<file path="config.mk">
export PLATFORM = sky130hd
export DESIGN_NAME = fbpc_check
export DESIGN_NICKNAME = d
export VERILOG_FILES = /design/src/fbpc_pkg.sv /design/src/fbpc_check.sv
export SDC_FILE = /design/constraint.sdc
export NUM_CORES = 1
export LEC_CHECK = 0
export BUFFER_PORTS_ARGS = -buffer_cell sky130_fd_sc_hd__buf_4
export CAP_MARGIN = 25
export CORE_MARGIN = 2
export CORE_UTILIZATION = 55
export CTS_CLUSTER_DIAMETER = 150
export DETAILED_ROUTE_END_ITERATION = 16
export PLACE_DENSITY_LB_ADDON = 0.25
export RECOVER_POWER = 50
export SLEW_MARGIN = 20
export SYNTH_ARGS = -nofsm -noshare
export SYNTH_HDL_FRONTEND = slang
export SYNTH_SLANG_ARGS = --single-unit
</file>
<file path="constraint.sdc">
create_clock -name i_mclk -period 4.5 [get_ports i_mclk]
set_input_delay 0.225 -clock i_mclk [delete_from_list [all_inputs] [get_ports i_mclk]]
set_output_delay 0.225 -clock i_mclk [all_outputs]
set_load 0.1 [all_outputs]
</file>
<file path="src/fbpc_pkg.sv">
/*
 * Constants for the flash block protect check: control bit positions,
 * guarded address bounds, block masks and the protect byte location.
 * Assumes a 16-bit bus address space with the array at 7800-7fff.
 */
package fbpc_pkg;
    localparam int unsigned FBPC_ADDR_W = 16;
    localparam int unsigned FBPC_CTRL_W = 8;
    // Control register bit positions
    localparam int unsigned FBPC_PGM_BIT = 0;
    localparam int unsigned FBPC_ERASE_BIT = 1;
    localparam int unsigned FBPC_MARGIN_BIT = 2;
    localparam int unsigned FBPC_HIGH_VOLTAGE_ENABLE_BIT = 3;
    localparam int unsigned FBPC_BLK0_BIT = 4;
    localparam int unsigned FBPC_BLK1_BIT = 5;
    localparam int unsigned FBPC_FDIV_BIT = 7;
    localparam logic [7:0] FBPC_CTRL_RESET = 8'h00;
    localparam logic [7:0] FBPC_CTRL_WMASK = 8'hbf;
    localparam logic [7:0] FBPC_PROT_RESET = 8'h00;
    // Addresses
    localparam logic [15:0] FBPC_PROT_ADDR = 16'hfff0;
    localparam logic [15:0] FBPC_VEC_LO = 16'hfff0;
    localparam logic [15:0] FBPC_VEC_HI = 16'hffff;
    localparam logic [15:0] FBPC_ARR_LO = 16'h7800;
    localparam logic [15:0] FBPC_USR_HI = 16'h7fef;
    localparam logic [15:0] FBPC_G3_LO = 16'h7a00;
    localparam logic [15:0] FBPC_G2_LO = 16'h7900;
    localparam logic [15:0] FBPC_G1_LO = 16'h7880;
    localparam logic [15:0] FBPC_G0_LO = 16'h7800;
    localparam logic [15:0] FBPC_NONE_LO = 16'hffff;
    // Erase block masks by {blk1,blk0}
    localparam logic [15:0] FBPC_MASK_FULL = 16'hf800;
    localparam logic [15:0] FBPC_MASK_HALF = 16'hfc00;
    localparam logic [15:0] FBPC_MASK_64 = 16'hffc0;
    localparam logic [15:0] FBPC_MASK_ROW = 16'hfff8;
endpackage
</file>
<file path="src/fbpc_check.sv">
/*
 * Flash block protect check: control register, protect byte latch and
 * the overlap check that drops program or erase select.
 * Assumes the flash array presents the protect byte on i_prot_data and
 * the CPU bus gives single-cycle read/write strobes with an address.
 */
`timescale 1ns/1ps
module fbpc_check
    import fbpc_pkg::*;
(
    // Clock and reset
    input wire logic i_mclk,
    input wire logic i_rst_n,
    // CPU bus
    input wire logic [15:0] i_addr,
    input wire logic i_ctrl_wr,
    input wire logic [7:0] i_ctrl_wdata,
    input wire logic i_rd,
    input wire logic i_arr_wr,
    // Protect byte from the array cell
    input wire logic [7:0] i_prot_data,
    // Test level voltage on the interrupt pin
    input wire logic i_test_level_voltage,
    // Status
    output logic [7:0] o_flash_control_reg,
    output logic [7:0] o_prot_latched,
    output logic [15:0] o_target_addr,
    output logic o_prot_write_ok,
    output logic o_blocked
);
    logic [7:0] ctrl_reg;
    logic [7:0] prot_reg;
    logic [15:0] tgt_reg;
    logic blocked_reg;
    logic tgt_armed_reg;
    logic [15:0] guard_lo;
    logic [15:0] blk_mask;
    logic [15:0] blk_lo;
    logic [15:0] blk_hi;
    logic overlap;
    logic sel_any;
    logic [7:0] wr_val;
    logic [7:0] ctrl_next;

    // Lowest start among set guard bits
    always_comb begin
        guard_lo = FBPC_NONE_LO;
        if (prot_reg[3]) guard_lo = FBPC_G3_LO;
        if (prot_reg[2]) guard_lo = FBPC_G2_LO;
        if (prot_reg[1]) guard_lo = FBPC_G1_LO;
        if (prot_reg[0]) guard_lo = FBPC_G0_LO;
    end

    always_comb begin
        case ({ctrl_reg[FBPC_BLK1_BIT], ctrl_reg[FBPC_BLK0_BIT]})
            2'b00: blk_mask = FBPC_MASK_FULL;
            2'b01: blk_mask = FBPC_MASK_HALF;
            2'b10: blk_mask = FBPC_MASK_64;
            default: blk_mask = FBPC_MASK_ROW;
        endcase
    end

    // Target range: block for erase, one byte for program
    always_comb begin
        if (ctrl_reg[FBPC_ERASE_BIT]) begin
            blk_lo = tgt_reg & blk_mask;
            blk_hi = tgt_reg | ~blk_mask;
        end else begin
            blk_lo = tgt_reg;
            blk_hi = tgt_reg;
        end
    end

    // Overlap with guarded user range or vector region
    always_comb begin
        overlap = 1'b0;
        if (prot_reg != 8'h00 && !i_test_level_voltage) begin
            if (blk_lo <= FBPC_USR_HI && blk_hi >= guard_lo) overlap = 1'b1;
            if (blk_hi >= FBPC_VEC_LO) overlap = 1'b1;
        end
        // Protect byte cell itself needs the test level
        if (!i_test_level_voltage && blk_lo <= FBPC_PROT_ADDR && blk_hi >= FBPC_PROT_ADDR) overlap = 1'b1;
    end

    assign sel_any = ctrl_reg[FBPC_PGM_BIT] | ctrl_reg[FBPC_ERASE_BIT];

    // Control register write with interlocks
    always_comb begin
        wr_val = i_ctrl_wdata & FBPC_CTRL_WMASK;
        if (wr_val[FBPC_PGM_BIT] && wr_val[FBPC_ERASE_BIT]) begin
            wr_val[FBPC_ERASE_BIT] = ctrl_reg[FBPC_ERASE_BIT];
            wr_val[FBPC_PGM_BIT] = ctrl_reg[FBPC_PGM_BIT];
        end
        if (!(wr_val[FBPC_PGM_BIT] | wr_val[FBPC_ERASE_BIT]) || blocked_reg) begin
            wr_val[FBPC_HIGH_VOLTAGE_ENABLE_BIT] = 1'b0;
        end
        // Closes the gap before blocked_reg rises
        if (!tgt_armed_reg || overlap) begin
            wr_val[FBPC_HIGH_VOLTAGE_ENABLE_BIT] = 1'b0;
        end
        if (wr_val[FBPC_HIGH_VOLTAGE_ENABLE_BIT]) wr_val[FBPC_MARGIN_BIT] = 1'b0;
        ctrl_next = i_ctrl_wr ? wr_val : ctrl_reg;
        if (blocked_reg && !ctrl_reg[FBPC_HIGH_VOLTAGE_ENABLE_BIT] && !i_ctrl_wr) begin
            ctrl_next[FBPC_PGM_BIT] = 1'b0;
            ctrl_next[FBPC_ERASE_BIT] = 1'b0;
        end
    end

    always_ff @(posedge i_mclk) begin
        if (!i_rst_n) ctrl_reg <= FBPC_CTRL_RESET;
        else ctrl_reg <= ctrl_next;
    end

    // Latch protect byte on read of its array location
    always_ff @(posedge i_mclk) begin
        if (!i_rst_n) prot_reg <= FBPC_PROT_RESET;
        else if (i_rd && i_addr == FBPC_PROT_ADDR) prot_reg <= i_prot_data;
    end

    always_ff @(posedge i_mclk) begin
        if (!i_rst_n) tgt_reg <= FBPC_ARR_LO;
        else if (i_arr_wr && sel_any && !ctrl_reg[FBPC_HIGH_VOLTAGE_ENABLE_BIT]) tgt_reg <= i_addr;
    end

    // Check only a target latched while some select stayed set; disarmed only once neither select is set
    always_ff @(posedge i_mclk) begin
        if (!i_rst_n) tgt_armed_reg <= 1'b0;
        else if (i_arr_wr && sel_any && !ctrl_reg[FBPC_HIGH_VOLTAGE_ENABLE_BIT]) tgt_armed_reg <= 1'b1;
        else if (!sel_any) tgt_armed_reg <= 1'b0;
    end

    always_ff @(posedge i_mclk) begin
        if (!i_rst_n) blocked_reg <= 1'b0;
        else blocked_reg <= sel_any && tgt_armed_reg && overlap;
    end

    always_ff @(posedge i_mclk) begin
        if (!i_rst_n) begin
            o_flash_control_reg <= FBPC_CTRL_RESET;
            o_prot_latched <= FBPC_PROT_RESET;
            o_target_addr <= FBPC_ARR_LO;
            o_prot_write_ok <= 1'b0;
            o_blocked <= 1'b0;
        end else begin
            o_flash_control_reg <= ctrl_next;
            o_prot_latched <= prot_reg;
            o_target_addr <= tgt_reg;
            o_prot_write_ok <= i_test_level_voltage;
            o_blocked <= blocked_reg;
        end
    end

    // Control interlocks
    a_sel_exclusive: assert property (@(posedge i_mclk) disable iff (!i_rst_n)
        !(ctrl_reg[FBPC_PGM_BIT] && ctrl_reg[FBPC_ERASE_BIT]))
        else $error("Both selects set");
    a_high_voltage_enable_needs_sel: assert property (@(posedge i_mclk) disable iff (!i_rst_n)
        ctrl_reg[FBPC_HIGH_VOLTAGE_ENABLE_BIT] |-> sel_any)
        else $error("High voltage without select");
    a_high_voltage_enable_refused: assert property (@(posedge i_mclk) disable iff (!i_rst_n)
        (i_ctrl_wr && (blocked_reg || overlap || !tgt_armed_reg)) |=> !ctrl_reg[FBPC_HIGH_VOLTAGE_ENABLE_BIT])
        else $error("High voltage taken on guarded target");
    a_high_voltage_enable_rise_safe: assert property (@(posedge i_mclk) disable iff (!i_rst_n)
        $rose(ctrl_reg[FBPC_HIGH_VOLTAGE_ENABLE_BIT]) |-> ($past(tgt_armed_reg) && !$past(overlap)))
        else $error("High voltage rose without clear check");
    a_blocked_clears: assert property (@(posedge i_mclk) disable iff (!i_rst_n)
        (blocked_reg && !ctrl_reg[FBPC_HIGH_VOLTAGE_ENABLE_BIT] && !i_ctrl_wr) |=> !sel_any)
        else $error("Select not cleared");
    a_prot_latch: assert property (@(posedge i_mclk) disable iff (!i_rst_n)
        (i_rd && i_addr == FBPC_PROT_ADDR) |=> prot_reg == $past(i_prot_data))
        else $error("Protect byte not latched");
    a_tgt_latch: assert property (@(posedge i_mclk) disable iff (!i_rst_n)
        (i_arr_wr && sel_any && !ctrl_reg[FBPC_HIGH_VOLTAGE_ENABLE_BIT]) |=> tgt_reg == $past(i_addr))
        else $error("Target address not latched");
    a_armed_block: assert property (@(posedge i_mclk) disable iff (!i_rst_n)
        (sel_any && tgt_armed_reg && overlap) |=> blocked_reg)
        else $error("Overlap not blocked");
    a_stale_target: assert property (@(posedge i_mclk) disable iff (!i_rst_n)
        !tgt_armed_reg |=> !blocked_reg)
        else $error("Blocked on unlatched target");

    // Range and bypass
    a_zero_open: assert property (@(posedge i_mclk) disable iff (!i_rst_n)
        (prot_reg == 8'h00 && blk_hi < FBPC_PROT_ADDR) |-> !overlap)
        else $error("Open array flagged");
    a_guard3_range: assert property (@(posedge i_mclk) disable iff (!i_rst_n)
        (prot_reg[3] && !i_test_level_voltage && blk_lo <= FBPC_USR_HI && blk_hi >= FBPC_G3_LO) |-> overlap)
        else $error("Top guard range open");
    a_vector_guard: assert property (@(posedge i_mclk) disable iff (!i_rst_n)
        (prot_reg != 8'h00 && !i_test_level_voltage && blk_hi >= FBPC_VEC_LO) |-> overlap)
        else $error("Vector region open");
    a_union_low: assert property (@(posedge i_mclk) disable iff (!i_rst_n)
        (prot_reg[0] && !i_test_level_voltage && blk_lo == FBPC_G0_LO) |-> overlap)
        else $error("Lowest guard missed");
    a_prot_cell_guard: assert property (@(posedge i_mclk) disable iff (!i_rst_n)
        (!i_test_level_voltage && blk_lo <= FBPC_PROT_ADDR && blk_hi >= FBPC_PROT_ADDR) |-> overlap)
        else $error("Protect cell open without test level");
    a_write_ok_copy: assert property (@(posedge i_mclk) disable iff (!i_rst_n)
        1'b1 |=> o_prot_write_ok == $past(i_test_level_voltage))
        else $error("Protect write status wrong");
    a_test_bypass: assert property (@(posedge i_mclk) disable iff (!i_rst_n)
        i_test_level_voltage |-> !overlap)
        else $error("Bypass ignored");

    c_blocked: cover property (@(posedge i_mclk) blocked_reg);
    c_high_voltage_enable_set: cover property (@(posedge i_mclk) ctrl_reg[FBPC_HIGH_VOLTAGE_ENABLE_BIT]);
    c_bypass_erase: cover property (@(posedge i_mclk) i_test_level_voltage && ctrl_reg[FBPC_ERASE_BIT]);
    c_high_voltage_enable_unarmed: cover property (@(posedge i_mclk) i_ctrl_wr && i_ctrl_wdata[FBPC_HIGH_VOLTAGE_ENABLE_BIT] && !tgt_armed_reg);
    c_guarded_program: cover property (@(posedge i_mclk) ctrl_reg[FBPC_PGM_BIT] && tgt_armed_reg && overlap);
endmodule

</file>
# == Word-level counts from Yosys, hierarchy flattened ==
# Index checks and enable logic that the tools add are counted.
# totals
ff_bits,59
wordCells,63
# classes
magnitude_cmp,4
eq_ne,4
n_mux,17
bitwise_logic,6
n_reduce_logical,22
# ops
op,count
$mux W16,6
$pmux W11 S3,1
$and A16 B16 Y16,1
$eq A16 B16 Y1 const B,1
$ge A16 B16 Y1,1
$ge A16 B16 Y1 const B,1
$le A16 B15 Y1 const B,1
$le A16 B16 Y1 const B,1
$not A16 Y16,1
$or A16 B16 Y16,1
$logic_and A1 B1 Y1,12
$mux W1,9
$reduce_bool A8 Y1,1
$logic_not A1 Y1,5
$eq A2 B1 Y1 const B,1
$eq A2 B2 Y1 const B,1
$logic_not A2 Y1,1
$logic_or A1 B1 Y1,2
$mux W2,1
$ne A2 B1 Y1 const B,1
$or A1 B1 Y1,2
$reduce_or A2 Y1,1
$not A1 Y1,1

# == Depth between registers and ports, before layout ==
# logic_depth
depth_word,14
ltp_mapped,10
ltp_nobuf,9

# == Worst setup path before layout ==
# No wires, ideal clock.
# synth_path
kind,reg2reg
startpoint,reg o_flash_control_reg[1] (netlist name)
endpoint,reg o_flash_control_reg[2]
setup_ns,0.116
t_arrival_ns,2.864
required_ns,4.384
setup_slack_ns,1.520
path_stages_with_launch,11
n_path_buf,1
synth_period_minus_slack_ns,2.980
path_cell_list,dfxtp_1 buf_2 a21boi_0 or2_2 ha_1 a21bo_2 a211oi_1 o22ai_1 o2111ai_1 a311oi_2 a41o_1
# synth_rtl
item,line_no,source
end signal: assignment,fbpc_check.sv:145,o_flash_control_reg <= ctrl_next;
end: declaration,fbpc_check.sv:25,"output logic [7:0] o_flash_control_reg,"

# == Worst setup path in the final report ==
# layout_path
startpoint,reg prot_reg[1]
endpoint,reg o_flash_control_reg[2]
# layout_via
elab_chain_cells,11
word_cells_on_any_way,13
cone_classes,order compare: 1; mux: 8; reduce/logical: 4
# layout_lines
item,line_no,source
start: declaration,fbpc_check.sv:32,logic [7:0] prot_reg;
start signal: assignment,fbpc_check.sv:117,else if (i_rd && i_addr == FBPC_PROT_ADDR) prot_reg <= i_prot_data;
$mux W16,fbpc_check.sv:50,if (prot_reg[1]) guard_lo = FBPC_G1_LO;
$mux W16,fbpc_check.sv:51,if (prot_reg[0]) guard_lo = FBPC_G0_LO;
$ge A16 B16 Y1,fbpc_check.sv:78,if (blk_lo <= FBPC_USR_HI && blk_hi >= guard_lo) overlap = 1'b1;
$logic_and A1 B1 Y1,fbpc_check.sv:78,
$mux W1,fbpc_check.sv:78,
$mux W1,fbpc_check.sv:79,if (blk_hi >= FBPC_VEC_LO) overlap = 1'b1;
$mux W1 (*),fbpc_check.sv:77,if (prot_reg != 8'h00 && !i_test_level_voltage) begin
$mux W1 (*),fbpc_check.sv:82,if (!i_test_level_voltage && blk_lo <= FBPC_PROT_ADDR && blk_hi >= FBPC_PROT_ADDR) overlap = 1'b1;
$logic_or A1 B1 Y1 (*),fbpc_check.sv:98,if (!tgt_armed_reg || overlap) begin
$mux W1 (*),fbpc_check.sv:98,
$mux W1 (*),fbpc_check.sv:101,if (wr_val[FBPC_HIGH_VOLTAGE_ENABLE_BIT]) wr_val[FBPC_MARGIN_BIT] = 1'b0;
# Every way passes the cells marked *; elsewhere a longest branch is shown, timed or not.
# A chain may end at the register's enable or synchronous reset.

==> summary.md <==
| Metric | Value |
|---|---|
| Status | `completed` |
| CP max FO | `11` |
| Hpwl dp | `3930 µm` |
| Vias per Instance | `5.45` |
| CTS resizes | `0` |
| Final worst setup slack | `1.67 ns` |
| Post-Syn Area | `2430 µm²` |
| Final Hold Viols | `0` |
| Count of input and output buffers | `69` |
| H-Tree Depth | `3` |
| Clk_skew | `0.0102 ns` |
| Critical path capture point type | `flop` |
| Per-cell routed wire length | `14.3 µm` |
| Syn Inst Count | `269` |
| Period utilization | `62.9%` |
| Count of state elements after synthesis | `59` |
| Row count | `24` |
| Final Util | `72.1%` |
| DRT Pass-1 Iters | `4` |
| Syn nets | `315` |
| CTS tree | `yes` |
| Final Wtd Congestion | `0.849` |
| Post-Syn Area per Cell | `9.05 µm²` |
| Ys async rst share | `0%` |
| Distinct cells, synth | `48` |
| Die H | `70.5 µm` |
| Skew-Pair Late Insertion Delay | `0.34 ns` |
| Ports | `72` |
| EDFF count, synth | `0` |
| Req. time, crit path | `4.74 ns` |
| Via Count | `2,148` |
| Most common flop cell mapped by yosys | `dfxtp_1` |
| Initial antenna violation count | `0` |
| Maxcap violations | `0` |
| Max IR drop VDD | `0.246 mV` |
| Largest area contributor in the netlist | `dfxtp_1` |
| Core ar. | `4290 µm²` |
| Die width | `70.5 µm` |
| Sequential share of the synthesized area | `48.5%` |
| TNS Setup | `0 ns` |
| Starting DRT DRC Count | `94` |
| Ys Warns | `0` |
| Largest net degree at the start of global routing | `37` |
| Most common cell after layout, fill and taps aside | `dfxtp_1` |
| Global-route usage over all layers | `23.3%` |
| Most frequent cells in the layout | `dfxtp_1, buf_4, nand2_1, clkbuf_1, nor2_1` |
| Final ANT Viol Nets | `0` |
| Top post-synthesis cells by area | `dfxtp_1, nand2_1, and2_1` |
| Worst min-delay path category | `in2reg` |
| Max clock buf depth | `2` |
| Clock root cell | `clkbuf_8` |
| Worst slack, placed | `1.71 ns` |
| DRC | `0` |
| Post-CTS Setup Bufs | `0` |
| Total grt overflow | `0` |
| Final net count | `383` |
| Minimum hold slack | `0.105 ns` |
| Die area | `4980 µm²` |
| Worst slew pin tran | `1.35 ns` |
| Share of layout cells above drive strength 1 | `22.2%` |
| N_diodes | `0` |
| Area Overhead vs Synth | `27.1%` |
| RSZ-0062 raised after global routing | `false` |
| Hold_buf cts | `0` |
| Final setup violation count | `0` |
| Min cycle time layout | `2.83 ns` |
| Initial Util | `56.7%` |
| Global-route wire length before repair | `9060 µm` |
| Worst EP arrival | `3.07 ns` |
| PD cells | `394 nW/µm²` |
| Reg clk slew, reported paths | `0.07 ns` |
| Detailed Route WL | `5640 µm` |
| Leak | `1.40 nW` |
| Total clock sinks | `59` |
| Final Slew Violations | `0` |
| Yosys top cell area share | `48.5%` |
| Setup CP Type | `reg2reg` |
| Fmax | `353 MHz` |
| Slew HR | `10.3%` |
| CTS buffer count | `9` |
| Vias in the first global route | `2,069` |
| Worst setup SP type | `flop` |
[critical path: stages, from the launching register on]
cell,delay [ns]
dfxtp_1,0.36
or4_1,0.77
ha_1,0.33
or4_1,0.48
a21oi_1,0.14
o22ai_1,0.10
o2111ai_1,0.12
a311oi_2,0.16
a41o_1,0.26
[per-stage QoR]
stage	cells	power, mW	cell area, µm²
finish	394	1.22	3090
global route	394	1.26	3090
CTS	394	1.23	3170
detailed placement	378	0.720	2960
global placement	378	0.717	2960
floorplan	269	0.668	2430
[routing by layer]
layer	GRT usage, %	vias to the layer above	share of wire, %
li1	-	1067	-
met4	9.01	0	1.5
met3	9.83	9	6.6
met5	0	-	0
met2	38.8	57	50
met1	26.8	1015	42
[where the power goes]
| part | total [mW] | internal, mW | switching (mW) |
|---|---|---|---|
| Sequential | 0.550 | 0.537 | 0.0125 |
| Combinational | 0.155 | 0.0501 | 0.105 |
| Clock | 0.513 | 0.310 | 0.203 |
| Total | 1.22 | 0.898 | 0.320 |
[kinds of logic after synthesis]
| kind of cell | after synthesis | synth area share [%] |
|---|---|---|
| adder cells (fa/ha/maj) | 8 | 4.11 |
| AND/OR/NAND/NOR | 123 | 26.2 |
| flip-flops | 59 | 48.5 |
| other | 1 | 0.154 |
| buffers and inverters | 20 | 3.80 |
| multiplexers | 11 | 4.52 |
| AO/OA/AOI/OAI | 47 | 12.7 |
[cells in the mapped netlist (3+ instances only)]
master	instances
dfxtp_1	59
nand2_1	37
and2_1	20
nor2_1	19
a21oi_1	18
mux2i_1	11
clkbuf_1	10
ha_1	8
nand3_1	8
or2_2	7
inv_1	5
nand2b_1	4
nor3_1	4
o21ai_0	4
a31oi_1	3
and3_1	3
nand4_1	3
o2111ai_1	3
or3_1	3
[final timing paths]
check / startpoint / to / slack (ns) / cells past startpoint
worst max-delay path: prot_reg[1]$_SDFFE_PN0P_ / o_flash_control_reg[2]$_SDFFE_PN0P_ / 1.67 / 8
worst min-delay path: i_addr[12] / tgt_reg[12]$_SDFFE_PN1P_ / 0.10 / 3
worst max register to register: prot_reg[1]$_SDFFE_PN0P_ / o_flash_control_reg[2]$_SDFFE_PN0P_ / 1.67 / 8
worst min register to register: tgt_reg[14]$_SDFFE_PN1P_ / o_target_addr[14]$_SDFF_PN1_ / 0.46 / 1
[layout make-up]
cell class	count	area (µm²)
inverter	7	31.3
sequential	59	1180
multi-input combinational	190	1160
clock inverter	5	77.6
tap	52	65.1
fill	351	1200
clock buffer	11	131
timing repair buffer	70	447
Power figures use the tool's default switching activity.
